--- config.mk ---
export PLATFORM = sky130hd
export DESIGN_NAME = irsf_dev_flat
export DESIGN_NICKNAME = d
export VERILOG_FILES = /design/src/rtl/irsf_pkg.sv /design/src/rtl/irsf_if.sv /design/src/rtl/irsf_dev.sv /design/src/flat_wrapper.sv
export VERILOG_INCLUDE_DIRS = /design/src /design/src/rtl
export SDC_FILE = /design/constraint.sdc
export NUM_CORES = 2
export LEC_CHECK = 0
export BUFFER_PORTS_ARGS = -buffer_cell sky130_fd_sc_hd__buf_2
export CAP_MARGIN = 20
export CORE_MARGIN = 2
export CORE_UTILIZATION = 30
export CTS_BUF_LIST = sky130_fd_sc_hd__clkbuf_4
export DETAILED_ROUTE_END_ITERATION = 8
export GPL_TIMING_DRIVEN = 0
export PLACE_DENSITY = 0.45
export SKIP_LAST_GASP = 1
export SLEW_MARGIN = 20
export SYNTH_ARGS = -nofsm -noshare
export SYNTH_HDL_FRONTEND = slang
export SYNTH_SLANG_ARGS = --single-unit
--- constraint.sdc ---
create_clock -name i_clk -period 12 [get_ports i_clk]
set_clock_uncertainty 0.2 [all_clocks]
set_input_delay 2.4 -clock i_clk [delete_from_list [all_inputs] [get_ports i_clk]]
set_output_delay 2.4 -clock i_clk [all_outputs]
set_load 0.02 [all_outputs]
--- src/rtl/irsf_map.svh ---
// Purpose: Shared constants of the infrared secondary flow and power block
// Assumes: 40 MHz device clock
// Notes: Cycle counts derive from the times and rates below
`ifndef IRSF_MAP_SVH
`define IRSF_MAP_SVH

`define IRSF_CLK_HZ 40000000
`define IRSF_BAUD 9600
`define IRSF_BIT_CYC (`IRSF_CLK_HZ / `IRSF_BAUD)
`define IRSF_CW 13
`define IRSF_FRAME_BITS 10
`define IRSF_IDLE_S 10
`define IRSF_IDLE_CYC (`IRSF_IDLE_S * `IRSF_CLK_HZ)
`define IRSF_HBUF_DEPTH 29
`define IRSF_CTS_LEVEL 23
`define IRSF_CTS_SLACK 6
`define IRSF_IBUF_DEPTH 64
`define IRSF_MIN_FRAME 6
`define IRSF_OVH_BYTES 8
`define IRSF_OVH_FILL 8'h00
`define IRSF_FLUSH_BITS 20
`define IRSF_INIT_CYC 16
`define IRSF_ID_LEN 10
// Arbitrary identification text, eight name characters and two revision characters
`define IRSF_ID_TEXT 80'h49_52_53_45_43_44_45_56_30_31

`endif

--- src/rtl/irsf_pkg.sv ---
// Purpose: Types and serial helpers shared by both ends
// Assumes: Constants from irsf_map.svh
// Notes: Serial frames are start, eight data bits LSB first, stop
`include "irsf_map.svh"

package irsf_pkg;

	typedef logic [`IRSF_CW-1:0] irsf_cnt_t;

	typedef enum logic [2:0] {
		PWR_LOW = 3'h1,
		PWR_INIT = 3'h2,
		PWR_RUN = 3'h4
	} irsf_pwr_e;

	typedef enum logic [2:0] {
		LNK_POLL = 3'h1,
		LNK_DISC = 3'h2,
		LNK_CONN = 3'h4
	} irsf_link_e;

	typedef struct packed {
		logic busy;
		logic done;
		irsf_cnt_t cnt;
		logic [3:0] bitn;
		logic [7:0] sh;
	} irsf_urx_s;

	typedef struct packed {
		logic busy;
		logic line;
		irsf_cnt_t cnt;
		logic [3:0] bitn;
		logic [`IRSF_FRAME_BITS-1:0] sh;
	} irsf_utx_s;

	localparam logic [3:0] LAST_BIT = 4'(`IRSF_FRAME_BITS - 1);

	// Receiver sampling at mid bit, stop bit must be high
	function automatic irsf_urx_s irsf_urx_step(irsf_urx_s s, logic line, irsf_cnt_t bc);
		irsf_urx_s n;
		n = s;
		n.done = 1'b0;
		if (!s.busy) begin
			if (!line) begin
				n.busy = 1'b1;
				n.cnt = bc >> 1;
				n.bitn = 4'h0;
			end
		end else if (s.cnt != '0) begin
			n.cnt = s.cnt - irsf_cnt_t'(1);
		end else begin
			n.cnt = bc - irsf_cnt_t'(1);
			n.bitn = s.bitn + 4'h1;
			if (s.bitn == 4'h0 && line) begin
				n.busy = 1'b0;
			end else if (s.bitn == LAST_BIT) begin // RULE_16
				n.busy = 1'b0;
				n.done = line;
			end else begin
				n.sh = {line, s.sh[7:1]};
			end
		end
		return n;
	endfunction

	function automatic irsf_utx_s irsf_utx_load(logic [7:0] d, irsf_cnt_t bc);
		irsf_utx_s n;
		n.busy = 1'b1;
		n.line = 1'b0;
		n.cnt = bc - irsf_cnt_t'(1);
		n.bitn = 4'h0;
		n.sh = {1'b1, d, 1'b0}; // RULE_16
		return n;
	endfunction

	function automatic irsf_utx_s irsf_utx_step(irsf_utx_s s, irsf_cnt_t bc);
		irsf_utx_s n;
		n = s;
		if (s.busy) begin
			if (s.cnt != '0) begin
				n.cnt = s.cnt - irsf_cnt_t'(1);
			end else if (s.bitn == LAST_BIT) begin
				n.busy = 1'b0;
			end else begin
				n.sh = {1'b1, s.sh[`IRSF_FRAME_BITS-1:1]};
				n.bitn = s.bitn + 4'h1;
				n.cnt = bc - irsf_cnt_t'(1);
			end
		end
		n.line = n.busy ? n.sh[0] : 1'b1;
		return n;
	endfunction

endpackage

--- src/rtl/irsf_if.sv ---
// Purpose: Host serial link between the secondary controller and its host
// Assumes: Both ends on i_clk
// Notes: Handler-active pin is open collector with an external pull-up
`timescale 1ns/100ps

interface irsf_if;
	logic host_txd;
	logic host_rxd;
	logic cts_n;
	logic rts_n;
	logic link_up;
	logic hact_o;
	logic hact_oe;
	logic handler_active_out;

	// Pull-up when the device releases the pin
	assign handler_active_out = hact_oe ? hact_o : 1'b1;

	modport dev (
		input host_txd,
		input rts_n,
		output host_rxd,
		output cts_n,
		output link_up,
		output hact_o,
		output hact_oe
	);

	modport host (
		output host_txd,
		output rts_n,
		input host_rxd,
		input cts_n,
		input link_up,
		input handler_active_out
	);
endinterface

--- src/rtl/irsf_dev.sv ---
// Purpose: Secondary controller flow control, buffering and power state
// Assumes: Protocol stack outside supplies link events and IR bytes
// Notes: One state struct, registered once per clock
// Behaviour
// RULE_01: Photo-detect crossing reference leaves low power
// RULE_02: Reset exits low power into initialization
// RULE_03: Ten idle seconds after init return low power; code does so only from polling, another link state first drops to polling
// RULE_04: Handler-active released while handler runs, else low
// RULE_05: Link bit rate fixed, no alternative
// RULE_06: CTS high at twenty-three buffered host bytes
// RULE_07: Host receive block is twenty-nine bytes
// RULE_08: IR receive block is sixty-four bytes
// RULE_09: Primary frames at least six bytes long
// RULE_10: Eight overhead bytes accompany each packet
// RULE_11: Host stops sending while CTS high
// RULE_12: IR transmit gated off during reception
// RULE_13: One bit gap between receive and transmit
// RULE_14: Fixed identification text with revision suffix
// RULE_15: Polling, then discovery, then connected exchange
// RULE_16: Host serial byte is ten bit periods
// RULE_17: Six more host bytes accepted after CTS
// RULE_18: Host RTS low to receive, else timeout
// RULE_19: CTS low only after host buffer drained
`timescale 1ns/100ps
`include "irsf_map.svh"

module irsf_dev #(
	parameter int BIT_CYC = `IRSF_BIT_CYC,
	parameter int IDLE_CYC = `IRSF_IDLE_CYC,
	parameter int HB = `IRSF_HBUF_DEPTH,
	parameter int IB = `IRSF_IBUF_DEPTH,
	parameter logic [8*`IRSF_ID_LEN-1:0] ID_TEXT = `IRSF_ID_TEXT
) (
	input wire logic i_clk,
	input wire logic i_srst,
	irsf_if.dev lnk,
	input wire logic [7:0] i_photo_detect_in,
	input wire logic [7:0] i_photo_detect_reference,
	input wire logic i_ir_receive_in,
	input wire logic i_ir_rx_valid,
	input wire logic [7:0] i_ir_rx_data,
	input wire logic i_ir_rx_end,
	input wire logic i_ir_tx_ready,
	input wire logic i_disc_start,
	input wire logic i_disc_done,
	input wire logic i_link_close,
	input wire logic i_id_request,
	output logic o_ir_tx_valid,
	output logic [7:0] o_ir_tx_data,
	output logic o_ir_tx_last,
	output logic o_osc_enable,
	output irsf_pkg::irsf_link_e o_link_state
);
	localparam int HW = $clog2(HB + 1);
	localparam int IW = $clog2(IB + 1);
	localparam irsf_pkg::irsf_cnt_t BC = irsf_pkg::irsf_cnt_t'(BIT_CYC); // RULE_05
	localparam logic [31:0] IDLE_L = 32'(IDLE_CYC - 1);
	localparam logic [31:0] FLUSH_L = 32'(`IRSF_FLUSH_BITS * BIT_CYC);
	localparam logic [15:0] TA_L = 16'(BIT_CYC);
	localparam logic [7:0] OVH = 8'(`IRSF_OVH_BYTES);
	localparam logic [7:0] ID_LEN = 8'(`IRSF_ID_LEN);
	localparam logic [7:0] MINF = 8'(`IRSF_MIN_FRAME);
	localparam logic [HW-1:0] HB_L = HW'(HB);
	localparam logic [HW-1:0] CTS_L = HW'(`IRSF_CTS_LEVEL);
	localparam logic [IW-1:0] IB_L = IW'(IB);
	localparam logic [4:0] INIT_L = 5'(`IRSF_INIT_CYC - 1);

	typedef struct packed {
		irsf_pkg::irsf_pwr_e pwr;
		irsf_pkg::irsf_link_e lnk;
		logic osc;
		logic hact_oe;
		logic up;
		logic pd_above;
		logic [4:0] init_cnt;
		logic [31:0] idle;
		logic [31:0] rto;
		logic [31:0] hgap;
		logic [15:0] ta;
		irsf_pkg::irsf_urx_s hrx;
		irsf_pkg::irsf_utx_s htx;
		logic [HB-1:0][7:0] hbuf;
		logic [HW-1:0] hcnt;
		logic cts;
		logic [IB-1:0][7:0] ibuf;
		logic [IW-1:0] icnt;
		logic [IW-1:0] iwr;
		logic [7:0] fcnt;
		logic tx_on;
		logic tx_id;
		logic id_pend;
		logic [7:0] tx_idx;
		logic [7:0] tx_len;
		logic tx_valid;
		logic tx_last;
		logic [7:0] tx_data;
	} irsf_dev_s;

	irsf_dev_s q;
	irsf_dev_s n;

	always_comb begin
		logic [7:0] k;
		logic run;
		n = q;
		k = '0;
		run = (q.pwr == irsf_pkg::PWR_RUN);
		n.hrx = irsf_pkg::irsf_urx_step(q.hrx, lnk.host_txd, BC);
		n.htx = irsf_pkg::irsf_utx_step(q.htx, BC);
		n.ta = (q.ta != '0) ? q.ta - 16'h1 : q.ta;
		n.hgap = (q.hgap != FLUSH_L) ? q.hgap + 32'h1 : q.hgap;
		n.tx_valid = 1'b0;
		n.pd_above = i_photo_detect_in > i_photo_detect_reference;
		case (q.pwr)
			irsf_pkg::PWR_LOW: begin
				if (n.pd_above && !q.pd_above) begin // RULE_01
					n.pwr = irsf_pkg::PWR_INIT;
					n.osc = 1'b1;
					n.init_cnt = '0;
				end
			end
			irsf_pkg::PWR_INIT: begin
				n.init_cnt = q.init_cnt + 5'h1;
				n.idle = '0;
				if (q.init_cnt == INIT_L) begin
					n.pwr = irsf_pkg::PWR_RUN;
					n.hact_oe = 1'b0; // RULE_04
				end
			end
			irsf_pkg::PWR_RUN: begin
				if (i_ir_receive_in || i_ir_rx_valid) begin
					n.idle = '0;
				end else if (q.idle == IDLE_L) begin
					n.idle = '0;
					if (q.lnk == irsf_pkg::LNK_POLL) begin // RULE_03
						n.pwr = irsf_pkg::PWR_LOW;
						n.osc = 1'b0;
						n.hact_oe = 1'b1; // RULE_04
					end else begin
						n.lnk = irsf_pkg::LNK_POLL;
					end
				end else begin
					n.idle = q.idle + 32'h1;
				end
			end
			default: begin
				n.pwr = irsf_pkg::PWR_INIT;
			end
		endcase
		if (run) begin
			if (i_link_close) begin // RULE_15
				n.lnk = irsf_pkg::LNK_POLL;
			end else if (i_disc_start && q.lnk == irsf_pkg::LNK_POLL) begin
				n.lnk = irsf_pkg::LNK_DISC;
			end else if (i_disc_done && q.lnk == irsf_pkg::LNK_DISC) begin
				n.lnk = irsf_pkg::LNK_CONN;
			end
			if (i_id_request) begin
				n.id_pend = 1'b1;
			end
		end
		// IR frame transmit progress
		if (q.tx_valid && i_ir_tx_ready) begin
			n.tx_idx = q.tx_idx + 8'h1;
			if (q.tx_last) begin
				n.tx_on = 1'b0;
				if (!q.tx_id) begin
					n.hbuf = q.hbuf >> (8 * int'(q.tx_len));
					n.hcnt = q.hcnt - HW'(q.tx_len);
				end
			end
		end
		// Host serial bytes into the host buffer
		if (n.hrx.done) begin
			n.hgap = '0;
			if (n.hcnt < HB_L) begin // RULE_07 RULE_17
				n.hbuf[n.hcnt] = n.hrx.sh;
				n.hcnt = n.hcnt + HW'(1);
			end
		end
		// Frame start, identification first
		if (!n.tx_on && run) begin
			n.tx_idx = '0;
			if (q.id_pend) begin // RULE_14
				n.tx_on = 1'b1;
				n.tx_id = 1'b1;
				n.tx_len = ID_LEN;
				n.id_pend = i_id_request;
			end else if (q.lnk == irsf_pkg::LNK_CONN && n.hcnt != '0 &&
				(n.hcnt >= CTS_L || n.hgap == FLUSH_L)) begin
				n.tx_on = 1'b1;
				n.tx_id = 1'b0;
				n.tx_len = 8'(n.hcnt);
			end
		end
		if (n.tx_on && !i_ir_receive_in && !i_ir_rx_valid && q.ta == '0) begin // RULE_12 RULE_13
			n.tx_valid = 1'b1;
			n.tx_last = (n.tx_idx == n.tx_len + OVH - 8'h1); // RULE_10
			k = n.tx_idx - OVH;
			if (n.tx_idx < OVH) begin
				n.tx_data = `IRSF_OVH_FILL;
			end else if (n.tx_id) begin
				n.tx_data = ID_TEXT[8 * (`IRSF_ID_LEN - 1 - int'(k)) +: 8];
			end else begin
				n.tx_data = q.hbuf[k];
			end
		end
		// IR payload toward the host while RTS is low
		if (run && !q.htx.busy && !lnk.rts_n && q.icnt != '0) begin // RULE_18
			n.htx = irsf_pkg::irsf_utx_load(q.ibuf[0], BC);
			n.ibuf = q.ibuf >> 8;
			n.icnt = q.icnt - IW'(1);
			n.iwr = q.iwr - IW'(1);
		end
		if (q.icnt != '0 && lnk.rts_n) begin
			n.rto = q.rto + 32'h1;
			if (q.rto == IDLE_L) begin // RULE_18
				n.lnk = irsf_pkg::LNK_POLL;
				n.icnt = '0;
				n.iwr = '0;
				n.rto = '0;
			end
		end else begin
			n.rto = '0;
		end
		// IR frames from the primary
		if (run && i_ir_rx_valid) begin
			n.ta = TA_L; // RULE_13
			if (q.fcnt != 8'hFF) begin
				n.fcnt = q.fcnt + 8'h1;
			end
			if (q.fcnt >= OVH && n.iwr < IB_L) begin // RULE_08
				n.ibuf[n.iwr] = i_ir_rx_data;
				n.iwr = n.iwr + IW'(1);
			end
		end
		if (i_ir_rx_end) begin
			n.fcnt = '0;
			if (q.fcnt >= MINF) begin // RULE_09
				n.icnt = n.iwr;
			end else begin
				n.iwr = n.icnt;
			end
		end
		n.up = (n.lnk == irsf_pkg::LNK_CONN);
		n.cts = !n.up || n.hcnt >= CTS_L || (q.cts && n.hcnt != '0); // RULE_06 RULE_11 RULE_19
	end

	always_ff @(posedge i_clk) begin
		if (i_srst) begin
			q <= '0;
			q.pwr <= irsf_pkg::PWR_INIT; // RULE_02
			q.lnk <= irsf_pkg::LNK_POLL;
			q.osc <= 1'b1;
			q.hact_oe <= 1'b1;
			q.cts <= 1'b1;
			q.htx.line <= 1'b1;
		end else begin
			q <= n;
		end
	end

	assign lnk.host_rxd = q.htx.line;
	assign lnk.cts_n = q.cts;
	assign lnk.link_up = q.up;
	assign lnk.hact_o = 1'b0;
	assign lnk.hact_oe = q.hact_oe;
	assign o_ir_tx_valid = q.tx_valid;
	assign o_ir_tx_data = q.tx_data;
	assign o_ir_tx_last = q.tx_last;
	assign o_osc_enable = q.osc;
	assign o_link_state = q.lnk;
endmodule

--- src/flat_wrapper.sv ---
// flat-port wrapper written by rule: the top's interface ports become plain ports
module irsf_dev_flat 
#(
	parameter int BIT_CYC = `IRSF_BIT_CYC,
	parameter int IDLE_CYC = `IRSF_IDLE_CYC,
	parameter int HB = `IRSF_HBUF_DEPTH,
	parameter int IB = `IRSF_IBUF_DEPTH,
	parameter logic [8*`IRSF_ID_LEN-1:0] ID_TEXT = `IRSF_ID_TEXT
)
  (i_clk, i_srst, i_photo_detect_in, i_photo_detect_reference, i_ir_receive_in, i_ir_rx_valid, i_ir_rx_data, i_ir_rx_end, i_ir_tx_ready, i_disc_start, i_disc_done, i_link_close, i_id_request, o_ir_tx_valid, o_ir_tx_data, o_ir_tx_last, o_osc_enable, o_link_state, lnk_host_txd, lnk_rts_n, lnk_host_rxd, lnk_cts_n, lnk_link_up, lnk_hact_o, lnk_hact_oe);
  irsf_if lnk_i ();
  input wire logic i_clk;
  input wire logic i_srst;
  input wire logic [7:0] i_photo_detect_in;
  input wire logic [7:0] i_photo_detect_reference;
  input wire logic i_ir_receive_in;
  input wire logic i_ir_rx_valid;
  input wire logic [7:0] i_ir_rx_data;
  input wire logic i_ir_rx_end;
  input wire logic i_ir_tx_ready;
  input wire logic i_disc_start;
  input wire logic i_disc_done;
  input wire logic i_link_close;
  input wire logic i_id_request;
  output logic o_ir_tx_valid;
  output logic [7:0] o_ir_tx_data;
  output logic o_ir_tx_last;
  output logic o_osc_enable;
  output irsf_pkg::irsf_link_e o_link_state;
  input wire logic [$bits(lnk_i.host_txd)-1:0] lnk_host_txd;
  input wire logic [$bits(lnk_i.rts_n)-1:0] lnk_rts_n;
  output wire logic [$bits(lnk_i.host_rxd)-1:0] lnk_host_rxd;
  output wire logic [$bits(lnk_i.cts_n)-1:0] lnk_cts_n;
  output wire logic [$bits(lnk_i.link_up)-1:0] lnk_link_up;
  output wire logic [$bits(lnk_i.hact_o)-1:0] lnk_hact_o;
  output wire logic [$bits(lnk_i.hact_oe)-1:0] lnk_hact_oe;
  assign lnk_i.host_txd = lnk_host_txd;
  assign lnk_i.rts_n = lnk_rts_n;
  assign lnk_host_rxd = lnk_i.host_rxd;
  assign lnk_cts_n = lnk_i.cts_n;
  assign lnk_link_up = lnk_i.link_up;
  assign lnk_hact_o = lnk_i.hact_o;
  assign lnk_hact_oe = lnk_i.hact_oe;
  irsf_dev #(.BIT_CYC(BIT_CYC), .IDLE_CYC(IDLE_CYC), .HB(HB), .IB(IB), .ID_TEXT(ID_TEXT)) u_core (.i_clk(i_clk), .i_srst(i_srst), .lnk(lnk_i), .i_photo_detect_in(i_photo_detect_in), .i_photo_detect_reference(i_photo_detect_reference), .i_ir_receive_in(i_ir_receive_in), .i_ir_rx_valid(i_ir_rx_valid), .i_ir_rx_data(i_ir_rx_data), .i_ir_rx_end(i_ir_rx_end), .i_ir_tx_ready(i_ir_tx_ready), .i_disc_start(i_disc_start), .i_disc_done(i_disc_done), .i_link_close(i_link_close), .i_id_request(i_id_request), .o_ir_tx_valid(o_ir_tx_valid), .o_ir_tx_data(o_ir_tx_data), .o_ir_tx_last(o_ir_tx_last), .o_osc_enable(o_osc_enable), .o_link_state(o_link_state));
endmodule
==> results.md <==
* Outcome: finished, final reports clean
* Htree depth at 5
* Initial core utilization at 0.3022
* Synth Flop Type: dfxtp_1
* Post-route worst setup slack at 3.468 ns
* Worst IR Drop VDD at 67.92 uV
* Ranking of synthesized cells by area: dfxtp_1, nand2_1, nor2_1
* Core Region at 185600 sq um
* Max reg flops at 965
* Pwr dens at 107.5 nW/um^2
* Vias in the first global route at 62260
* Initial drt markers at 7162
* Synth Cell Area at 56100 sq um
* Clock Sinks at 983
* Syn Inst Count at 7699
* CP peak stage delay at 1.19 ns
* Fin. max-slew vios at 0
* Post-CTS Setup Inserts at 0
* Ys async rst share at 0
* Hold_buf cts at 0
* Nets at 8179
* # DRC at 0
* Num CTS Buffers at 312
* Mux cell area share after synthesis at 0.05460
* Final HPWL DP at 304100 um
* Setup WS pre-CTS at 3.603 ns
* Critical path fanouts, max at 10
* Count of cell types in the netlist at 93
* Sequential share of the synthesized area at 0.3508
* GRT overflow at 0
* Area of the multi-input gates at 33640 sq um
* Drt wl/cell at 36.53 um
* Buffers added on ports at 45
* Fin. Hold Viols at 0
* Crit path cell chain: clkbuf_1, inv_2, clkbuf_1, clkbuf_1, clkbuf_2, ha_1, or4_1, a41oi_1, o21a_1, a32o_2, nand2_1, nor2_1, clkbuf_1, a221oi_1, a211oi_1
* Slew headroom at 0.08633
* Post-synth EDFFs at 0
* 1st-pass router iterations at 6
* CP Data Arrival Time at 9.50 ns
* TritonCTS clock tree: built
* # IOs at 55
* Post-synthesis xor/xnor area fraction at 0.02467
* Maximum number of pins on one net before global-route repair at 17
* Final worst path period need at 8.532 ns
* Crit path required time at 12.97 ns
* Compound-Gate Fraction of Synth Area at 0.2427
* Cell mode on critical path: clkbuf_1
* CP Buf/Inv Count at 6
* Yosys reg bits at 983
* Final antenna-violating net count at 0
* RSZ-0062 raised after global routing: no
* Chip width at 436.4 um
* Total Routing Usage GR at 0.3995
* P_leak at 20.37 nW
* Max stage delay cell, worst path: nor2_1
* Row count at 158
* Synth top area share at 0.3508
* Net count after synthesis at 7778
* Final setup fails at 0
* Post-Synth Simple-Gate Area at 0.2640
* Top reg by flops: u_core.q
* Crit share post-route at 0.7110
* Initial antenna violation count at 29
* Cell accounting for the most synthesized area: dfxtp_1
* CP Class: register to register
* Via count at 66000
* Fmax at 117.2 MHz
* Synth Warn # at 0
* Post-CTS sizing at 0
* Share of post-route cells with drive strength above 1 at 0.09910
* Worst-Skew Late Latency at 1.36 ns
* Via density at 6.123
* Final GP Congestion at 1.093
* Die footprint at 190500 sq um
* Longest Clk Path Bufs at 4
* Root buffer cell: clkbuf_4
* Chip Height at 436.4 um
* Mean post-synth cell area at 7.286 sq um
* Top delay family on crit path: buffers and inverters
* Worst min-delay path class: register to register
* Area growth, synth to finish at 14.13%
* Fillers at 20330
* Combinational family with the most area after synthesis: simple AND/OR/NAND/NOR gates
* First-pass GRT wire length at 528700 um
* Clock Pin Slew Worst Setup and Hold Paths at 0.07 ns
* Post-Route WL at 393800 um
* Max-cap violations at 0
* Seq. cell area at 19680 sq um
* Worst Tran Pin Value at 1.371 ns
* Worst setup EP type: register
* Setup Total Neg Slack at 0 ns
* Adder-Cell Fraction of Synth Area at 0.009725
* Critical Path Start Type: register
## path summary, 6_finish.rpt
check	start	to	slack, ns	cells after the start
hold / removal	u_core.q[808]	u_core.q[807]	0.19	2
setup reg to reg	u_core.q[13]	u_core.q[727]	3.47	15
hold reg to reg	u_core.q[808]	u_core.q[807]	0.19	2
setup / recovery	u_core.q[13]	u_core.q[727]	3.47	15
## synth_stat cells (32+ instances only)
library cell,n
nor3_1,120
a22o_1,43
inv_1,46
a31oi_1,45
mux2i_1,216
ha_1,42
a311oi_1,538
a211oi_1,427
nand2_1,1637
nor2_1,1312
and3_1,46
o211ai_1,69
o21ai_0,205
nand3_1,234
a21oi_1,246
dfxtp_1,983
or3_1,32
nand4_1,37
xnor2_1,74
xor2_1,84
mux2_2,75
buf_1,92
a221oi_1,89
clkbuf_1,623
a22oi_1,36
o22ai_1,58
## cells by family (layout without fill, tap and decap cells)
family	count (synthesis)	after routing
AOI/OAI and AO/OA	1851	1851
xor gates and xnor gates	158	158
adders and majority gates	43	43
buffers and inverters	781	1346
DFF	983	983
muxes	294	294
other	1	36
and+or+nand+nor	3588	3588
## worst register-to-register path, stage by stage (launching register included)
cell and delay (ns):
dfxtp_1 0.30, clkbuf_1 0.24, inv_2 0.37, clkbuf_1 0.72, clkbuf_1 0.98, clkbuf_2 0.73, ha_1 0.46, or4_1 0.55
a41oi_1 0.38, o21a_1 0.26, a32o_2 0.30, nand2_1 0.59, nor2_1 1.19, clkbuf_1 0.82, a221oi_1 0.14, a211oi_1 0.25
## power breakdown
group | leakage, nW | internal (mW) | switching (mW) | total, mW
registers | 7.92 | 3.29 | 0.0240 | 3.31
logic | 10.4 | 0.0856 | 0.221 | 0.307
clock network | 2.08 | 1.65 | 1.61 | 3.26
## metrics by stage
| step | hold WS [ns] | cells | instance area [sq um] | power (mW) | util |
|---|---|---|---|---|---|
| final | 0.1883 | 10780 | 64020 | 6.885 | 0.3449 |
| after global routing | 0.2080 | 10760 | 63970 | 7.157 | 0.3446 |
| after CTS | 0.1725 | 10740 | 63820 | 6.953 | 0.3438 |
| after detailed placement | 0.2478 | 10260 | 60370 | 3.689 | 0.3252 |
| after global placement | 0.2446 | 10220 | 59430 | 3.683 | 0.3201 |
| after floorplan | 0.2360 | 7699 | 56100 | 3.577 | - |
## layout make-up
class,count,share of cell area
well taps,2480,0.04847
diodes,35,0.001368
clock buffers,425,0.04983
inverters,49,0.002873
plain buffers,732,0.04612
multi-input cells,5935,0.5255
repair buffers,87,0.01438
clock inverters,53,0.004124
flip-flops and latches,983,0.3074
## layout by cell type, fill, tap and decap left out, drive strengths merged, types with 47 or more instances in the layout
master,count
buf,196
mux2,76
o21ai,212
a221oi,89
mux2i,216
inv,52
nand3,234
nand2,1637
nor2,1313
clkbuf,1048
a211oi,429
clkinv,47
o211ai,69
dfxtp,983
a311oi,538
xnor2,74
o22ai,58
a21oi,249
nor3,123
and3,47
xor2,84
## per-layer routing
layer  wire length [um]  global-route usage  vias to the layer above
li1                   -                   -                    28540
met3              32900              0.1004                     1264
met2             166300              0.5988                     3723
met1             150600              0.4689                    32460
met5                148                   0                        -
met4              43900              0.3630                       14
(Power assumes the default switching activity.)
